===== src/ctfaf_pkg.sv =====
// Purpose: constants for the transmit flag and acceptance filter block
// Assumes: APB with 32-bit data, one register per aligned word
// Notes: byte addresses of the registers are given here; code and mask bytes 1-3 follow CODE0/MASK0 at 4-byte steps
package ctfaf_pkg;
	localparam logic [7:0] ADDR_CTRL0 = 8'h00;
	localparam logic [7:0] ADDR_RIE = 8'h04;
	localparam logic [7:0] ADDR_TFLG = 8'h08;
	localparam logic [7:0] ADDR_TCTL = 8'h0C;
	localparam logic [7:0] ADDR_AFC = 8'h10;
	localparam logic [7:0] ADDR_REC = 8'h14;
	localparam logic [7:0] ADDR_TEC = 8'h18;
	localparam logic [7:0] ADDR_CODE0 = 8'h20;
	localparam logic [7:0] ADDR_MASK0 = 8'h30;
	localparam logic [7:0] ADDR_STAT = 8'h40;
	localparam int BIT_SRST = 0;
	localparam int BIT_SLEEP = 1;
	localparam int BIT_BUS_OFF_IRQ_ENABLE = 3;
	localparam int BIT_OVERRUN_IRQ_ENABLE = 1;
	localparam int BIT_RX_FULL_IRQ_ENABLE = 0;
	localparam int POS_ABORT_ACKNOWLEDGE = 4;
	localparam int POS_TXE = 0;
	localparam int POS_HIT = 4;
	localparam logic [7:0] RST_CTRL0 = 8'h01;
	localparam logic [7:0] RST_RIE = 8'h00;
	localparam logic [7:0] RST_TFLG = 8'h07;
	localparam logic [7:0] RST_TCTL = 8'h00;
	localparam logic [2:0] MODE_32 = 3'h0;
	localparam logic [2:0] MODE_16 = 3'h1;
	localparam logic [2:0] MODE_8 = 3'h2;
	localparam logic [2:0] MODE_CLOSED = 3'h3;
endpackage


===== src/ctfaf_top.sv =====
// Purpose: tx flags, abort handshake, acceptance filter, error counters
// Assumes: rx/tx engine outside drives one-cycle event pulses
// Notes: APB slave, zero wait states, unmapped reads return zero
//
// Operation
// - bus-off/overrun enabled flags raise error irq
// - enabled receive full raises receive irq
// - enables, flags, control held reset in softreset
// - abort ack read-only; empty cleared by one
// - abort ack set on abort, cleared with empty
// - cpu clears empty; device sets on success
// - abort sets empty; empty set clears request
// - enabled empty flag keeps tx irq pending
// - abort granted only before start or failure
// - cpu sets abort request, never clears
// - mode selects 32/16/8 filters or closed
// - closed mode accepts nothing
// - hit index updated on foreground copy
// - filter control writable only in softreset
// - error counters read-only, read in sleep/reset; code returns them in any mode
// - rejected messages are dropped silently
// - code compares id bytes; std uses two
// - mask one ignores bit; all others match
// - code and mask writable only in softreset
// - accepted message sets receive full flag
//
// The implementer's own choices: the placing of the registers and register access over APB.
`timescale 1ns/1ns
module ctfaf_top (
	input wire logic core_clk,
	input wire logic rstn,
	input wire logic psel,
	input wire logic penable,
	input wire logic pwrite,
	input wire logic [7:0] paddr,
	input wire logic [31:0] pwdata,
	output logic [31:0] prdata,
	output logic pready,
	output logic pslverr,
	input wire logic busOffFlag,
	input wire logic overrunFlag,
	input wire logic rxDone,
	input wire logic [31:0] rxId,
	input wire logic rxExtended,
	input wire logic rxRelease,
	input wire logic [2:0] txSent,
	input wire logic [2:0] txIdle,
	input wire logic [2:0] txFailed,
	input wire logic [7:0] recCount,
	input wire logic [7:0] tecCount,
	output logic [2:0] txSchedule,
	output logic [2:0] abortPending,
	output logic softReset,
	output logic errIrq,
	output logic rxIrq,
	output logic txIrq
);
	typedef struct packed {
		logic [7:0] ctrl0;
		logic [7:0] rie;
		logic [2:0] tx_buffer_empty;
		logic [2:0] abort_acknowledge;
		logic [2:0] abort_request;
		logic [2:0] tx_empty_irq_enable;
		logic [2:0] mode;
		logic [2:0] hit;
		logic [31:0] code;
		logic [31:0] mask;
		logic rxFull;
		logic [31:0] rdata;
		logic ready;
		logic errIrq;
		logic rxIrq;
		logic txIrq;
	} ctfaf_state_type;

	ctfaf_state_type st;
	ctfaf_state_type next_st;
	logic [3:0] bankMatch;
	logic accepted;
	logic [2:0] hitIdx;
	logic access;
	logic wr;
	logic [2:0] grant;

	// ==========================================================
	// acceptance filter
	always_comb begin
		bankMatch = 4'h0;
		for (int i = 0; i < 4; i++) begin
			bankMatch[i] = &(~(rxId[8*i +: 8] ^ st.code[8*i +: 8])
				| st.mask[8*i +: 8]);
		end
	end

	always_comb begin
		accepted = 1'b0;
		hitIdx = 3'h0;
		case (st.mode)
			ctfaf_pkg::MODE_32: begin
				accepted = rxExtended ? &bankMatch : &bankMatch[1:0];
			end
			ctfaf_pkg::MODE_16: begin
				if (&bankMatch[1:0]) begin
					accepted = 1'b1;
				end else if (&bankMatch[3:2] && rxExtended) begin
					accepted = 1'b1;
					hitIdx = 3'h1;
				end
			end
			ctfaf_pkg::MODE_8: begin
				for (int j = 3; j >= 0; j--) begin
					if (bankMatch[j] && (rxExtended || j < 2)) begin
						accepted = 1'b1;
						hitIdx = 3'(j);
					end
				end
			end
			default: accepted = 1'b0;
		endcase
	end

	// ==========================================================
	// bus decode and next state
	assign access = psel && penable;
	assign wr = access && pwrite;
	// abort granted while idle in queue or after a failed attempt
	assign grant = st.abort_request & ~st.tx_buffer_empty & (txIdle | txFailed);

	always_comb begin
		next_st = st;
		next_st.ready = psel && !st.ready;
		if (wr && paddr == ctfaf_pkg::ADDR_CTRL0) begin
			next_st.ctrl0 = {6'h00, pwdata[1:0]};
		end
		if (wr && paddr == ctfaf_pkg::ADDR_RIE) begin
			next_st.rie = pwdata[7:0];
		end
		if (wr && paddr == ctfaf_pkg::ADDR_TFLG) begin
			next_st.tx_buffer_empty = st.tx_buffer_empty & ~pwdata[2:0];
			next_st.abort_acknowledge = st.abort_acknowledge & ~pwdata[2:0];
		end
		if (wr && paddr == ctfaf_pkg::ADDR_TCTL) begin
			next_st.abort_request = st.abort_request | (pwdata[6:4] & ~st.tx_buffer_empty);
			next_st.tx_empty_irq_enable = pwdata[2:0];
		end
		if (wr && st.ctrl0[ctfaf_pkg::BIT_SRST]) begin
			if (paddr == ctfaf_pkg::ADDR_AFC) begin
				next_st.mode = pwdata[6:4];
			end
			for (int k = 0; k < 4; k++) begin
				if (paddr == ctfaf_pkg::ADDR_CODE0 + 8'(4*k)) begin
					next_st.code[8*k +: 8] = pwdata[7:0];
				end
				if (paddr == ctfaf_pkg::ADDR_MASK0 + 8'(4*k)) begin
					next_st.mask[8*k +: 8] = pwdata[7:0];
				end
			end
		end
		// device sets win over cpu clears
		next_st.tx_buffer_empty = next_st.tx_buffer_empty | txSent | grant;
		next_st.abort_acknowledge = next_st.abort_acknowledge | grant;
		next_st.abort_request = next_st.abort_request & ~next_st.tx_buffer_empty;
		if (rxRelease) begin
			next_st.rxFull = 1'b0;
		end
		// full foreground blocks the copy, message stays dropped
		if (rxDone && accepted && !st.rxFull) begin
			next_st.rxFull = 1'b1;
			next_st.hit = hitIdx;
		end
		if (st.ctrl0[ctfaf_pkg::BIT_SRST]) begin
			next_st.rie = ctfaf_pkg::RST_RIE;
			next_st.tx_buffer_empty = ctfaf_pkg::RST_TFLG[2:0];
			next_st.abort_acknowledge = 3'h0;
			next_st.abort_request = 3'h0;
			next_st.tx_empty_irq_enable = ctfaf_pkg::RST_TCTL[2:0];
			next_st.rxFull = 1'b0;
		end
		next_st.errIrq = (next_st.rie[ctfaf_pkg::BIT_BUS_OFF_IRQ_ENABLE] && busOffFlag)
			|| (next_st.rie[ctfaf_pkg::BIT_OVERRUN_IRQ_ENABLE] && overrunFlag);
		next_st.rxIrq = next_st.rie[ctfaf_pkg::BIT_RX_FULL_IRQ_ENABLE]
			&& next_st.rxFull;
		next_st.txIrq = |(next_st.tx_buffer_empty & next_st.tx_empty_irq_enable);
		next_st.rdata = 32'h0000_0000;
		case (paddr)
			ctfaf_pkg::ADDR_CTRL0: next_st.rdata[7:0] = st.ctrl0;
			ctfaf_pkg::ADDR_RIE: next_st.rdata[7:0] = st.rie;
			ctfaf_pkg::ADDR_TFLG: next_st.rdata[7:0] = {1'b0, st.abort_acknowledge,
				1'b0, st.tx_buffer_empty};
			ctfaf_pkg::ADDR_TCTL: next_st.rdata[7:0] = {1'b0, st.abort_request,
				1'b0, st.tx_empty_irq_enable};
			ctfaf_pkg::ADDR_AFC: next_st.rdata[7:0] = {1'b0, st.mode,
				1'b0, st.hit};
			ctfaf_pkg::ADDR_REC: next_st.rdata[7:0] = recCount;
			ctfaf_pkg::ADDR_TEC: next_st.rdata[7:0] = tecCount;
			ctfaf_pkg::ADDR_STAT: next_st.rdata[0] = st.rxFull;
			default: begin
				for (int m = 0; m < 4; m++) begin
					if (paddr == ctfaf_pkg::ADDR_CODE0 + 8'(4*m)) begin
						next_st.rdata[7:0] = st.code[8*m +: 8];
					end
					if (paddr == ctfaf_pkg::ADDR_MASK0 + 8'(4*m)) begin
						next_st.rdata[7:0] = st.mask[8*m +: 8];
					end
				end
			end
		endcase
	end

	// ==========================================================
	// state register
	always_ff @(posedge core_clk or negedge rstn) begin
		if (!rstn) begin
			st <= '0;
			st.ctrl0 <= ctfaf_pkg::RST_CTRL0;
			st.tx_buffer_empty <= ctfaf_pkg::RST_TFLG[2:0];
			st.mode <= ctfaf_pkg::MODE_CLOSED;
			st.mask <= 32'hFFFF_FFFF;
		end else begin
			st <= next_st;
		end
	end

	always_comb begin
		prdata = st.rdata;
		pready = st.ready;
		pslverr = 1'b0;
		txSchedule = ~st.tx_buffer_empty;
		abortPending = st.abort_request;
		softReset = st.ctrl0[ctfaf_pkg::BIT_SRST];
		errIrq = st.errIrq;
		rxIrq = st.rxIrq;
		txIrq = st.txIrq;
	end

	// ==========================================================
	// assertions
	property p_txirq;
		@(posedge core_clk) disable iff (!rstn)
		txIrq |-> $past(|(next_st.tx_buffer_empty & next_st.tx_empty_irq_enable));
	endproperty
	a_txirq: assert property (p_txirq) else $error("tx irq bad");

	property p_sent;
		@(posedge core_clk) disable iff (!rstn)
		txSent[0] |=> st.tx_buffer_empty[0];
	endproperty
	a_sent: assert property (p_sent) else $error("txe not set");

	property p_abtclr;
		@(posedge core_clk) disable iff (!rstn)
		st.tx_buffer_empty[0] |-> !st.abort_request[0];
	endproperty
	a_abtclr: assert property (p_abtclr) else $error("abort_request with txe");

	property p_grant;
		@(posedge core_clk) disable iff (!rstn)
		$rose(st.abort_acknowledge[1]) |-> st.tx_buffer_empty[1];
	endproperty
	a_grant: assert property (p_grant) else $error("ack without empty");

	property p_abort_acknowledge;
		@(posedge core_clk) disable iff (!rstn)
		$fell(st.tx_buffer_empty[2]) |-> !st.abort_acknowledge[2];
	endproperty
	a_abort_acknowledge: assert property (p_abort_acknowledge) else $error("ack kept");

	property p_srst;
		@(posedge core_clk) disable iff (!rstn)
		$past(softReset) && softReset |-> st.rie == 8'h00 && st.tx_buffer_empty == 3'h7;
	endproperty
	a_srst: assert property (p_srst) else $error("softreset hold");

	property p_modelock;
		@(posedge core_clk) disable iff (!rstn)
		!softReset |=> $stable(st.mode) && $stable(st.code);
	endproperty
	a_modelock: assert property (p_modelock) else $error("filter changed");

	property p_closed;
		@(posedge core_clk) disable iff (!rstn)
		st.mode == ctfaf_pkg::MODE_CLOSED && !st.rxFull |=> !st.rxFull;
	endproperty
	a_closed: assert property (p_closed) else $error("closed accepted");

	property p_rxirq;
		@(posedge core_clk) disable iff (!rstn)
		rxIrq |-> st.rxFull && st.rie[0];
	endproperty
	a_rxirq: assert property (p_rxirq) else $error("rx irq bad");

	property p_nocpuclr;
		@(posedge core_clk) disable iff (!rstn)
		$fell(st.abort_request[0]) && !$past(softReset) |-> st.tx_buffer_empty[0];
	endproperty
	a_nocpuclr: assert property (p_nocpuclr) else $error("abort_request cleared");

	property p_errirq;
		@(posedge core_clk) disable iff (!rstn)
		errIrq |-> $past(busOffFlag || overrunFlag);
	endproperty
	a_errirq: assert property (p_errirq) else $error("err irq no src");

	property p_errmask;
		@(posedge core_clk) disable iff (!rstn)
		errIrq |-> st.rie[ctfaf_pkg::BIT_BUS_OFF_IRQ_ENABLE] || st.rie[ctfaf_pkg::BIT_OVERRUN_IRQ_ENABLE];
	endproperty
	a_errmask: assert property (p_errmask) else $error("err irq masked");

	property p_rxirqset;
		@(posedge core_clk) disable iff (!rstn)
		st.rxFull && st.rie[ctfaf_pkg::BIT_RX_FULL_IRQ_ENABLE] |-> rxIrq;
	endproperty
	a_rxirqset: assert property (p_rxirqset) else $error("rx irq lost");

	property p_txirqset;
		@(posedge core_clk) disable iff (!rstn)
		|(st.tx_buffer_empty & st.tx_empty_irq_enable) |-> txIrq;
	endproperty
	a_txirqset: assert property (p_txirqset) else $error("tx irq lost");

	property p_txirqmask;
		@(posedge core_clk) disable iff (!rstn)
		txIrq |-> |(st.tx_buffer_empty & st.tx_empty_irq_enable);
	endproperty
	a_txirqmask: assert property (p_txirqmask) else $error("tx irq masked");

	// ack only ever comes from a granted request
	property p_abtakro;
		@(posedge core_clk) disable iff (!rstn)
		$rose(st.abort_acknowledge[0]) |-> $past(st.abort_request[0]);
	endproperty
	a_abtakro: assert property (p_abtakro) else $error("ack not granted");

	property p_hitkeep;
		@(posedge core_clk) disable iff (!rstn)
		!$past(rxDone) |-> $stable(st.hit);
	endproperty
	a_hitkeep: assert property (p_hitkeep) else $error("hit moved");

	property p_rxfullset;
		@(posedge core_clk) disable iff (!rstn)
		rxDone && accepted && !st.rxFull && !softReset |=> st.rxFull;
	endproperty
	a_rxfullset: assert property (p_rxfullset) else $error("rx not full");

	property p_closednohit;
		@(posedge core_clk) disable iff (!rstn)
		st.mode == ctfaf_pkg::MODE_CLOSED |-> !accepted;
	endproperty
	a_closednohit: assert property (p_closednohit) else $error("closed hit");

	property p_maskhold;
		@(posedge core_clk) disable iff (!rstn)
		!softReset |=> $stable(st.mask);
	endproperty
	a_maskhold: assert property (p_maskhold) else $error("mask changed");

	property p_srstabt;
		@(posedge core_clk) disable iff (!rstn)
		$past(softReset) && softReset |-> st.abort_request == 3'h0 && st.tx_empty_irq_enable == 3'h0;
	endproperty
	a_srstabt: assert property (p_srstabt) else $error("tctl not held");

	property p_abtrqset;
		@(posedge core_clk) disable iff (!rstn)
		$rose(st.abort_request[1]) |-> !st.tx_buffer_empty[1];
	endproperty
	a_abtrqset: assert property (p_abtrqset) else $error("abort on empty");

	c_abort: cover property (@(posedge core_clk) $rose(st.abort_acknowledge[0]));
	c_rx: cover property (@(posedge core_clk) $rose(st.rxFull));
	c_hit3: cover property (@(posedge core_clk) st.hit == 3'h3);
	c_tx: cover property (@(posedge core_clk) $rose(txIrq));
endmodule


===== config.mk =====
export PLATFORM = sky130hd
export DESIGN_NAME = ctfaf_top
export DESIGN_NICKNAME = d
export VERILOG_FILES = /design/src/ctfaf_pkg.sv /design/src/ctfaf_top.sv
export SDC_FILE = /design/constraint.sdc
export NUM_CORES = 1
export LEC_CHECK = 0
export BUFFER_PORTS_ARGS = -buffer_cell sky130_fd_sc_hd__buf_2
export CAP_MARGIN = 10
export CORE_MARGIN = 3
export CORE_UTILIZATION = 55
export CTS_CLUSTER_DIAMETER = 50
export DETAILED_ROUTE_END_ITERATION = 8
export PLACE_DENSITY = 0.83
export SLEW_MARGIN = 20
export SYNTH_ARGS = -nofsm -noshare
export SYNTH_HDL_FRONTEND = slang
export SYNTH_SLANG_ARGS = --single-unit

===== constraint.sdc =====
create_clock -name core_clk -period 4.17 [get_ports core_clk]
set_clock_uncertainty 0.1 [all_clocks]
set_input_delay 0.417 -clock core_clk [delete_from_list [all_inputs] [get_ports core_clk]]
set_output_delay 0.417 -clock core_clk [all_outputs]
set_load 0.05 [all_outputs]

==> results.toml, run 1 <==
[timing]
setup-tns-final_ns = 0
rsz0062_at_grt = "no"
fmax_mhz = 349
finalCriticalPeriod_ns = 2.87
worst_pin_slew_ns = 1.07
maxSlewViolCount = 0
finalCritPeriodShare = 0.687
whs_ns = 0.0475
hold_viol = 0
setup_viol = 0
max-slew-margin-rel = 0.283

[floorplan]
core-area_um2 = 9950
io_pins = 151
die_w_um = 108
fp.dieH_um = 108
start_util = 0.578
rows = 36
die_area_um2 = 11700

[routing]
wl_mm = 14.9
ant_nets = 0
route.detailed.drc = 0
wl_per_cell_um = 20.5
drt_first_iter_violations = 380
vias_per_cell = 6.13
via_count = 4477
firstDrtPassIters = 7

[flow_run]
max_cap_violations = 0

[synth]
avgSynthCellArea_um2 = 11.3
synth_edf_count = 0
yosysSeqAreaShare = 0.461
synthCells = 510
yosysUniqueCellTypes = 56
syn_area_um2 = 5750
yosysWarningCount = 0
synth_ff_type = "dfrtp_1"
synth-seq-cells = 104
async_reset_ff_frac = 1.00

[worst_setup_path]
endpoint_kind = "register"
start_kind = "register"
r2r_end = "st[101]"
crit_fanout = 4
rrSetupSlack_ns = 1.30
critical_path_class = "reg -> reg"
r2r-start = "st[70]"
required_ns = 4.33
cp_data_arrival_time_ns = 3.02
reg2reg_depth = 7

[power]
ir_worst_vdd_mv = 0.196
p_switching_w = 0.000520
seq_power_share = 0.536
power_density_nw_per_um2 = 298
swShare = 0.274
p_comb_frac = 0.121
cellLeakagePower_nw = 2.92
internal_power_w = 0.00138
p_clk_frac = 0.342

[placement]
portBuffers = 101
place.gp.congestion = 0.929
dpl.hpwl_mm = 11.1

[global_routing]
grt_start_max_net_pins = 69
antenna_found_initial = 0
grt_usage = 0.259
grt_pass1_vias = 4419
grt.overflow.total = 0
grt_pass1_wl_mm = 23.1

[layout]
final_common_cell = "buf_2"
layout.nets = 699
layout_common_cells = "100 x buf_2, 71 x mux2_2, 66 x dfrtp_1"
insertedDiodeCount = 0
area_growth_pct = 11.0
final_layout_size_suffix_gt1_frac = 0.405

[clocking]
clkTransAtPathRegs_ns = 0.10
postCtsResizedCells = 0
hold_buffers = 0
postCtsSetupRepairBufs = 0
clkSinkCount = 104
root_buffer = "clkbuf_8"
worstSkewPairLatency_ns = 0.37
cts_tree = "done"
clockBufferDepth = 2
cts_buffers = 9
ctsHtreeMaxLevel = 3

[hold_path]
hold_class = "in -> async"

[run_status]
status = "finished, final reports clean"
## worst max path at each step
stage / start / to / slack [ns] / cells past startpoint
after global placement: paddr[4] / txIrq / 1.23 / 8
after global routing: st[72] / st[101] / 1.07 / 7
after detailed placement: paddr[4] / txIrq / 1.15 / 8
after CTS: st[72] / st[101] / 1.37 / 7
final: st[70] / st[101] / 1.30 / 7
after floorplan: paddr[4] / txIrq / 1.93 / 8
## through the flow
step	area, um^2	instances	utilization	power (W)	setup slack [ns]
3_3_place_gp	6180	714	0.621	0.00126	1.23
5_1_grt	6380	730	0.641	0.00198	1.07
3_5_place_dp	6180	714	0.621	0.00127	1.15
6_report	6380	730	0.641	0.00190	1.30
4_1_cts	6380	730	0.641	0.00191	1.37
2_1_floorplan	5840	534	-	0.00119	1.93
## layout make-up
cell class                 count  area, um^2
multi-input combinational    364        2800
inverter                       8        30.0
clock buffer                  12         145
tap                          133         166
clock inverter                 4        55.1
sequential                   104        2650
timing repair buffer         105         538
fill                         804        3570
## power groups by stage
stage / combinational, W / sequential [W] / clock [W]
after floorplan: 0.000147 / 0.00104 / 0
after global placement: 0.000225 / 0.00104 / 0
after detailed placement: 0.000229 / 0.00104 / 0
after CTS: 0.000230 / 0.00102 / 0.000659
after global routing: 0.000246 / 0.00102 / 0.000708
final: 0.000231 / 0.00102 / 0.000651
## critical path, cell delays in order, from the launching register on
cell       delay, ns
dfrtp_1         0.42
xnor2_1         0.17
o22ai_1         0.10
nor4_1          0.91
nor2_1          0.10
a2111oi_0       0.43
o21ai_1         0.23
a22o_1          0.29
## synth_stat cells, types with 4 or more instances
library cell	n	area share
a21oi_1	19	0.017
clkbuf_1	18	0.012
dfrtp_1	66	0.29
nand3_1	6	0.0052
nor2_1	20	0.013
a22o_1	13	0.020
buf_4	36	0.047
nor3_1	8	0.0070
mux2_2	71	0.14
xnor2_1	32	0.049
a22oi_1	6	0.0078
o21ai_0	20	0.017
inv_1	8	0.0052
o22ai_1	23	0.025
nand2_1	24	0.016
a31oi_1	4	0.0044
dfstp_2	38	0.17
o221ai_1	5	0.0076
or3_1	4	0.0044
a222oi_1	4	0.0070
mux2i_1	26	0.045
nor2b_1	4	0.0044
and2_1	4	0.0044
## cell families (layout without fill, tap and decap cells)
kind of cell	Yosys count	after routing	share of synthesized area
DFF	104	104	0.461
xor gates and xnor gates	32	32	0.0487
and+or+nand+nor	90	90	0.0868
muxes	99	99	0.192
buffers and inverters	66	129	0.0683
AOI/OAI and AO/OA	118	118	0.142
other	1	25	0.000652
## flip-flops by register name (all words and copies together), names as in the netlist
register / count
abortPending: 3
pready: 1
st: 88
rxIrq: 1
prdata: 8
softReset: 1
txIrq: 1
errIrq: 1
## metal layers
| layer | vias up | global-route usage | share of wire |
|---|---|---|---|
| li1 | 1994 | - | - |
| met1 | 2176 | 0.345 | 0.41 |
| met2 | 265 | 0.417 | 0.47 |
| met3 | 42 | 0.0567 | 0.089 |
| met4 | 0 | 0.0965 | 0.031 |
| met5 | - | 0 | 0 |
Power figures use the tool's default switching activity.
==> run 2: changes to the inputs <==
Settings changed: CORE_UTILIZATION 55 to 53, PLACE_DENSITY 0.83 to 0.8.
Clock period 4.17 ns to 2.7 ns, I/O delays scaled along.
==> run 2 against run 1 <==
Against the previous run:
- setup slack got worse by 1.1 ns
- core utilization fell by 1.3 points
- flip-flop and latch count did not move
- sequential share of layout area fell by 0.99 points
- maximum frequency rose by 16%
- power rose by 60%
- combinational power rose by 60%
==> results.toml, run 2 (synthesis gave the netlist of run 1 again) <==
[floorplan]
die_area_um2 = 12100
start_util = 0.552
die_w_um = 110
fp.dieH_um = 110
core-area_um2 = 10400
rows = 37
io_pins = 151

[routing]
vias_per_cell = 6.09
ant_nets = 0
wl_per_cell_um = 20.5
route.detailed.drc = 0
drt_first_iter_violations = 306
wl_mm = 15.3
firstDrtPassIters = 5
via_count = 4549

[worst_setup_path]
cp_data_arrival_time_ns = 2.64
start_kind = "register"
crit_chain = "xnor2_1 > o22ai_1 > nor4_2 > o21ai_1 > a2111oi_0 > o21ai_1 > a22o_1"
cp_common_cell = "o21ai_1"
slowest_delay_ns = 0.49
critical_path_class = "reg -> reg"
cpMaxStageDelayCell = "nor4_2"
crit_fanout = 4
endpoint_kind = "register"
required_ns = 2.87

[global_routing]
grt_pass1_wl_mm = 23.7
grt_start_max_net_pins = 56
grt_usage = 0.260
grt.overflow.total = 0
grt_pass1_vias = 4542
grt_busiest_layer = "met2"
grtUsageMet2 = 0.432
met1_usage = 0.340
antenna_found_initial = 0
use_met3 = 0.0629

[power]
p_clk_frac = 0.362
internal_power_w = 0.00226
seq_power_share = 0.516
p_comb_frac = 0.121
power_density_nw_per_um2 = 467
p_switching_w = 0.000790
ir_worst_vdd_mv = 0.329
swShare = 0.259
cellLeakagePower_nw = 3.02

[timing]
maxSlewViolCount = 0
rsz0062_at_grt = "no"
whs_ns = 0.0185
hold_viol = 0
setup_slack_ns = 0.234
setup-tns-final_ns = 0
max-slew-margin-rel = 0.522
finalCritPeriodShare = 0.913
setup_viol = 0
finalCriticalPeriod_ns = 2.47
worst_pin_slew_ns = 0.718
fmax_mhz = 406

[layout]
multi_input_area_um2 = 2800
insertedDiodeCount = 0
filler_cell_count = 861
layout_common_cells = "100 x buf_2, 71 x mux2_2, 66 x dfrtp_1"
seqCellArea_um2 = 2650
largest_register_ffs = 88
final_layout_size_suffix_gt1_frac = 0.419
regMostFlops = "st"
area_growth_pct = 13.7
layout.nets = 713
final_common_cell = "buf_2"

[placement]
place.gp.congestion = 0.991
pre_cts_slack_ns = 0.248
portBuffers = 101
dpl.hpwl_mm = 11.4

[clocking]
postCtsSetupRepairBufs = 0
ctsHtreeMaxLevel = 3
clockBufferDepth = 2
clkTransAtPathRegs_ns = 0.10
cts_buffers = 9
worstSkewPairLatency_ns = 0.37
root_buffer = "clkbuf_8"
clkSinkCount = 104
cts_tree = "done"

[hold_path]
hold_class = "in -> reg"

[run_status]
status = "finished, final reports clean"

[flow_run]
max_cap_violations = 0
-- run 2: power groups by stage --
stage	Combinational [W]	Sequential [W]	Clock [W]
global route	0.000397	0.00158	0.00118
finish	0.000370	0.00157	0.00111
floorplan	0.000228	0.00161	0
CTS	0.000368	0.00157	0.00113
global placement	0.000359	0.00160	0
detailed placement	0.000366	0.00160	0
-- run 2: layout make-up --
cell class	count	share of cell area
clock buffer	12	0.0237
clock inverter	4	0.0119
inverter	8	0.00459
multi-input combinational	364	0.428
sequential	104	0.405
tap	136	0.0260
timing repair buffer	119	0.101
-- run 2: worst max-delay path: cells and delay by family (launching register included) --
kind	cells	cell delay [ns]
AO/OA/AOI/OAI	5	1.21
AND/OR/NAND/NOR	1	0.49
flip-flops	1	0.42
XOR/XNOR	1	0.15
-- run 2: metrics by stage --
stage / power, W / instances / instance area (um^2) / util
6_report: 0.00305 / 747 / 6540 / 0.628
4_1_cts: 0.00307 / 747 / 6540 / 0.628
5_1_grt: 0.00316 / 747 / 6540 / 0.628
3_3_place_gp: 0.00196 / 730 / 6290 / 0.604
2_1_floorplan: 0.00184 / 534 / 5840 / -
3_5_place_dp: 0.00197 / 730 / 6290 / 0.604
-- run 2: what timing repair did --
action	CTS	global route
endpoints found under the setup margin	0	0
gates resized for setup	0	0
hold buffers	1	0
endpoints found under the hold margin	37	0
-- run 2: final timing paths --
check,startpoint,to,slack (ns),cells after the start
worst min-delay path,overrunFlag,errIrq,0.02,2
worst max register to register,st[97],st[101],0.23,7
min in group asynchronous,rstn,abortPending[0],0.39,2
worst max-delay path,st[97],st[101],0.23,7
max in group asynchronous,rstn,st[56],1.30,3
worst min register to register,pready,pready,0.33,1
-- run 2: routing by layer --
metal	vias up	wire, um
met5	-	0
met4	0	335
met3	31	1510
met2	261	7410
met1	2233	6030
li1	2024	-
==> run 3: changes to the inputs <==
Settings changed: MAX_ROUTING_LAYER from default to met4.
==> run 3 against run 2 <==
Against the previous run:
- register-to-register slack better by 0.12 ns
- wire length is 0.50% higher
- die area unchanged
- worst hold slack got worse by 0.0074 ns
==> results.toml, run 3 (synthesis gave the netlist of run 1 again) <==
[worst_setup_path]
endpoint_kind = "register"
cp_data_arrival_time_ns = 2.51
crit_fanout = 4
cp_common_cell = "o21ai_1"
cpMaxStageDelayCell = "dfrtp_1"
slowest_delay_ns = 0.41
start_kind = "register"
required_ns = 2.87
r2r-start = "st[97]"
crit_chain = "xnor2_1 > o22ai_1 > nor4_4 > o21ai_1 > a2111oi_0 > o21ai_1 > a22o_1"
reg2reg_depth = 7
crit_start = "st[97]"
r2r_end = "st[101]"
critical_path_class = "reg -> reg"
cp-endpoint = "st[101]"
rrSetupSlack_ns = 0.36

[timing]
finalCritPeriodShare = 0.868
max-slew-margin-rel = 0.536
setup-tns-final_ns = 0
hold_viol = 0
rsz0062_at_grt = "no"
setup_viol = 0
maxSlewViolCount = 0
finalCriticalPeriod_ns = 2.34
fmax_mhz = 427
worst_pin_slew_ns = 0.696

[layout]
filler_cell_count = 837
layout_common_cells = "100 x buf_2, 71 x mux2_2, 66 x dfrtp_1"
final_common_cell = "buf_2"
area_growth_pct = 13.4
multi_input_area_um2 = 2810
largest_register_ffs = 88
final_layout_size_suffix_gt1_frac = 0.422
insertedDiodeCount = 0
layout.nets = 714
seqCellArea_um2 = 2650
regMostFlops = "st"

[routing]
drt_first_iter_violations = 411
firstDrtPassIters = 6
route.detailed.drc = 0
vias_per_cell = 6.06
via_count = 4533
wl_mm = 15.4
ant_nets = 0
wl_per_cell_um = 20.5

[floorplan]
core-area_um2 = 10400
die_area_um2 = 12100
rows = 37
die_w_um = 110
start_util = 0.552
io_pins = 151
fp.dieH_um = 110

[global_routing]
grt_usage = 0.266
grt_pass1_wl_mm = 23.6
met1_usage = 0.336
grt_pass1_vias = 4598
grt_busiest_layer = "met2"
grt_start_max_net_pins = 54
use_met3 = 0.0501
antenna_found_initial = 0
grtUsageMet2 = 0.438
grt.overflow.total = 0

[clocking]
worstSkewPairLatency_ns = 0.37
cts_tree = "done"
clkTransAtPathRegs_ns = 0.10
cts_buffers = 9
clockBufferDepth = 2
ctsHtreeMaxLevel = 3
clkSinkCount = 104
root_buffer = "clkbuf_8"

[flow_run]
max_cap_violations = 0

[power]
swShare = 0.270
p_clk_frac = 0.344
internal_power_w = 0.00217
power_density_nw_per_um2 = 455
p_comb_frac = 0.125
p_switching_w = 0.000802
total_power_w = 0.00297
seq_power_share = 0.530
ir_worst_vdd_mv = 0.381
cellLeakagePower_nw = 3.01

[placement]
portBuffers = 101
place.gp.congestion = 0.992
dpl.hpwl_mm = 11.4

[hold_path]
min_from = "overrunFlag"
hold_class = "in -> reg"

[run_status]
status = "finished, final reports clean"
-- run 3: how the worst min path moves through the flow --
| stage | end | slack, ns | cells after the start |
|---|---|---|---|
| 2_1_floorplan | abortPending[0] | -0.13 | 0 |
| 3_3_place_gp | pready | 0.24 | 1 |
| 3_5_place_dp | rxIrq | 0.25 | 1 |
| 4_1_cts | errIrq | 0.004 | 2 |
| 5_1_grt | errIrq | 0.006 | 2 |
| 6_report | errIrq | 0.01 | 2 |
-- run 3: area by class of cell --
cell class                 instances  area share
clock buffer                      11      0.0232
clock inverter                     5     0.00921
inverter                           8     0.00461
multi-input combinational        364       0.430
sequential                       104       0.406
tap                              136      0.0261
timing repair buffer             120       0.100
-- run 3: stage by stage --
stage / instances / setup WS [ns] / utilization / hold WS [ns] / area [um^2]
2_1_floorplan: 534 / 0.552 / - / -0.126 / 5840
3_3_place_gp: 731 / 0.362 / 0.604 / 0.236 / 6290
3_5_place_dp: 731 / 0.311 / 0.604 / 0.253 / 6290
4_1_cts: 748 / 0.244 / 0.625 / 0.00353 / 6510
5_1_grt: 748 / 0.0559 / 0.626 / 0.00551 / 6520
6_report: 748 / 0.357 / 0.626 / 0.0110 / 6520
-- run 3: critical path: cells and delay by family (launching register included) --
kind | cells | cell delay [ns]
AO/OA/AOI/OAI | 5 | 1.19
flip-flops | 1 | 0.41
AND/OR/NAND/NOR | 1 | 0.38
XOR/XNOR | 1 | 0.15
-- run 3: metal layers --
layer / share of wire / vias to the layer above
met4: 0.023 / 0
li1: - / 2032
met5: 0 / -
met1: 0.40 / 2211
met3: 0.092 / 35
met2: 0.48 / 255
-- run 3: timing repair --
action                                  4_1_cts  5_1_grt
resized for setup                             0        1
hold buffers                                  1        0
endpoints found under the setup margin        0        1
setup buffers                                 0        0
endpoints found under the hold margin        33        0
-- run 3: power groups by stage --
| stage | Combinational, W | Sequential, W | Clock [W] |
|---|---|---|---|
| 6_report | 0.000372 | 0.00157 | 0.00102 |
| 5_1_grt | 0.000397 | 0.00158 | 0.00110 |
| 4_1_cts | 0.000367 | 0.00157 | 0.00104 |
| 3_5_place_dp | 0.000364 | 0.00160 | 0 |
| 3_3_place_gp | 0.000357 | 0.00160 | 0 |
| 2_1_floorplan | 0.000228 | 0.00161 | 0 |
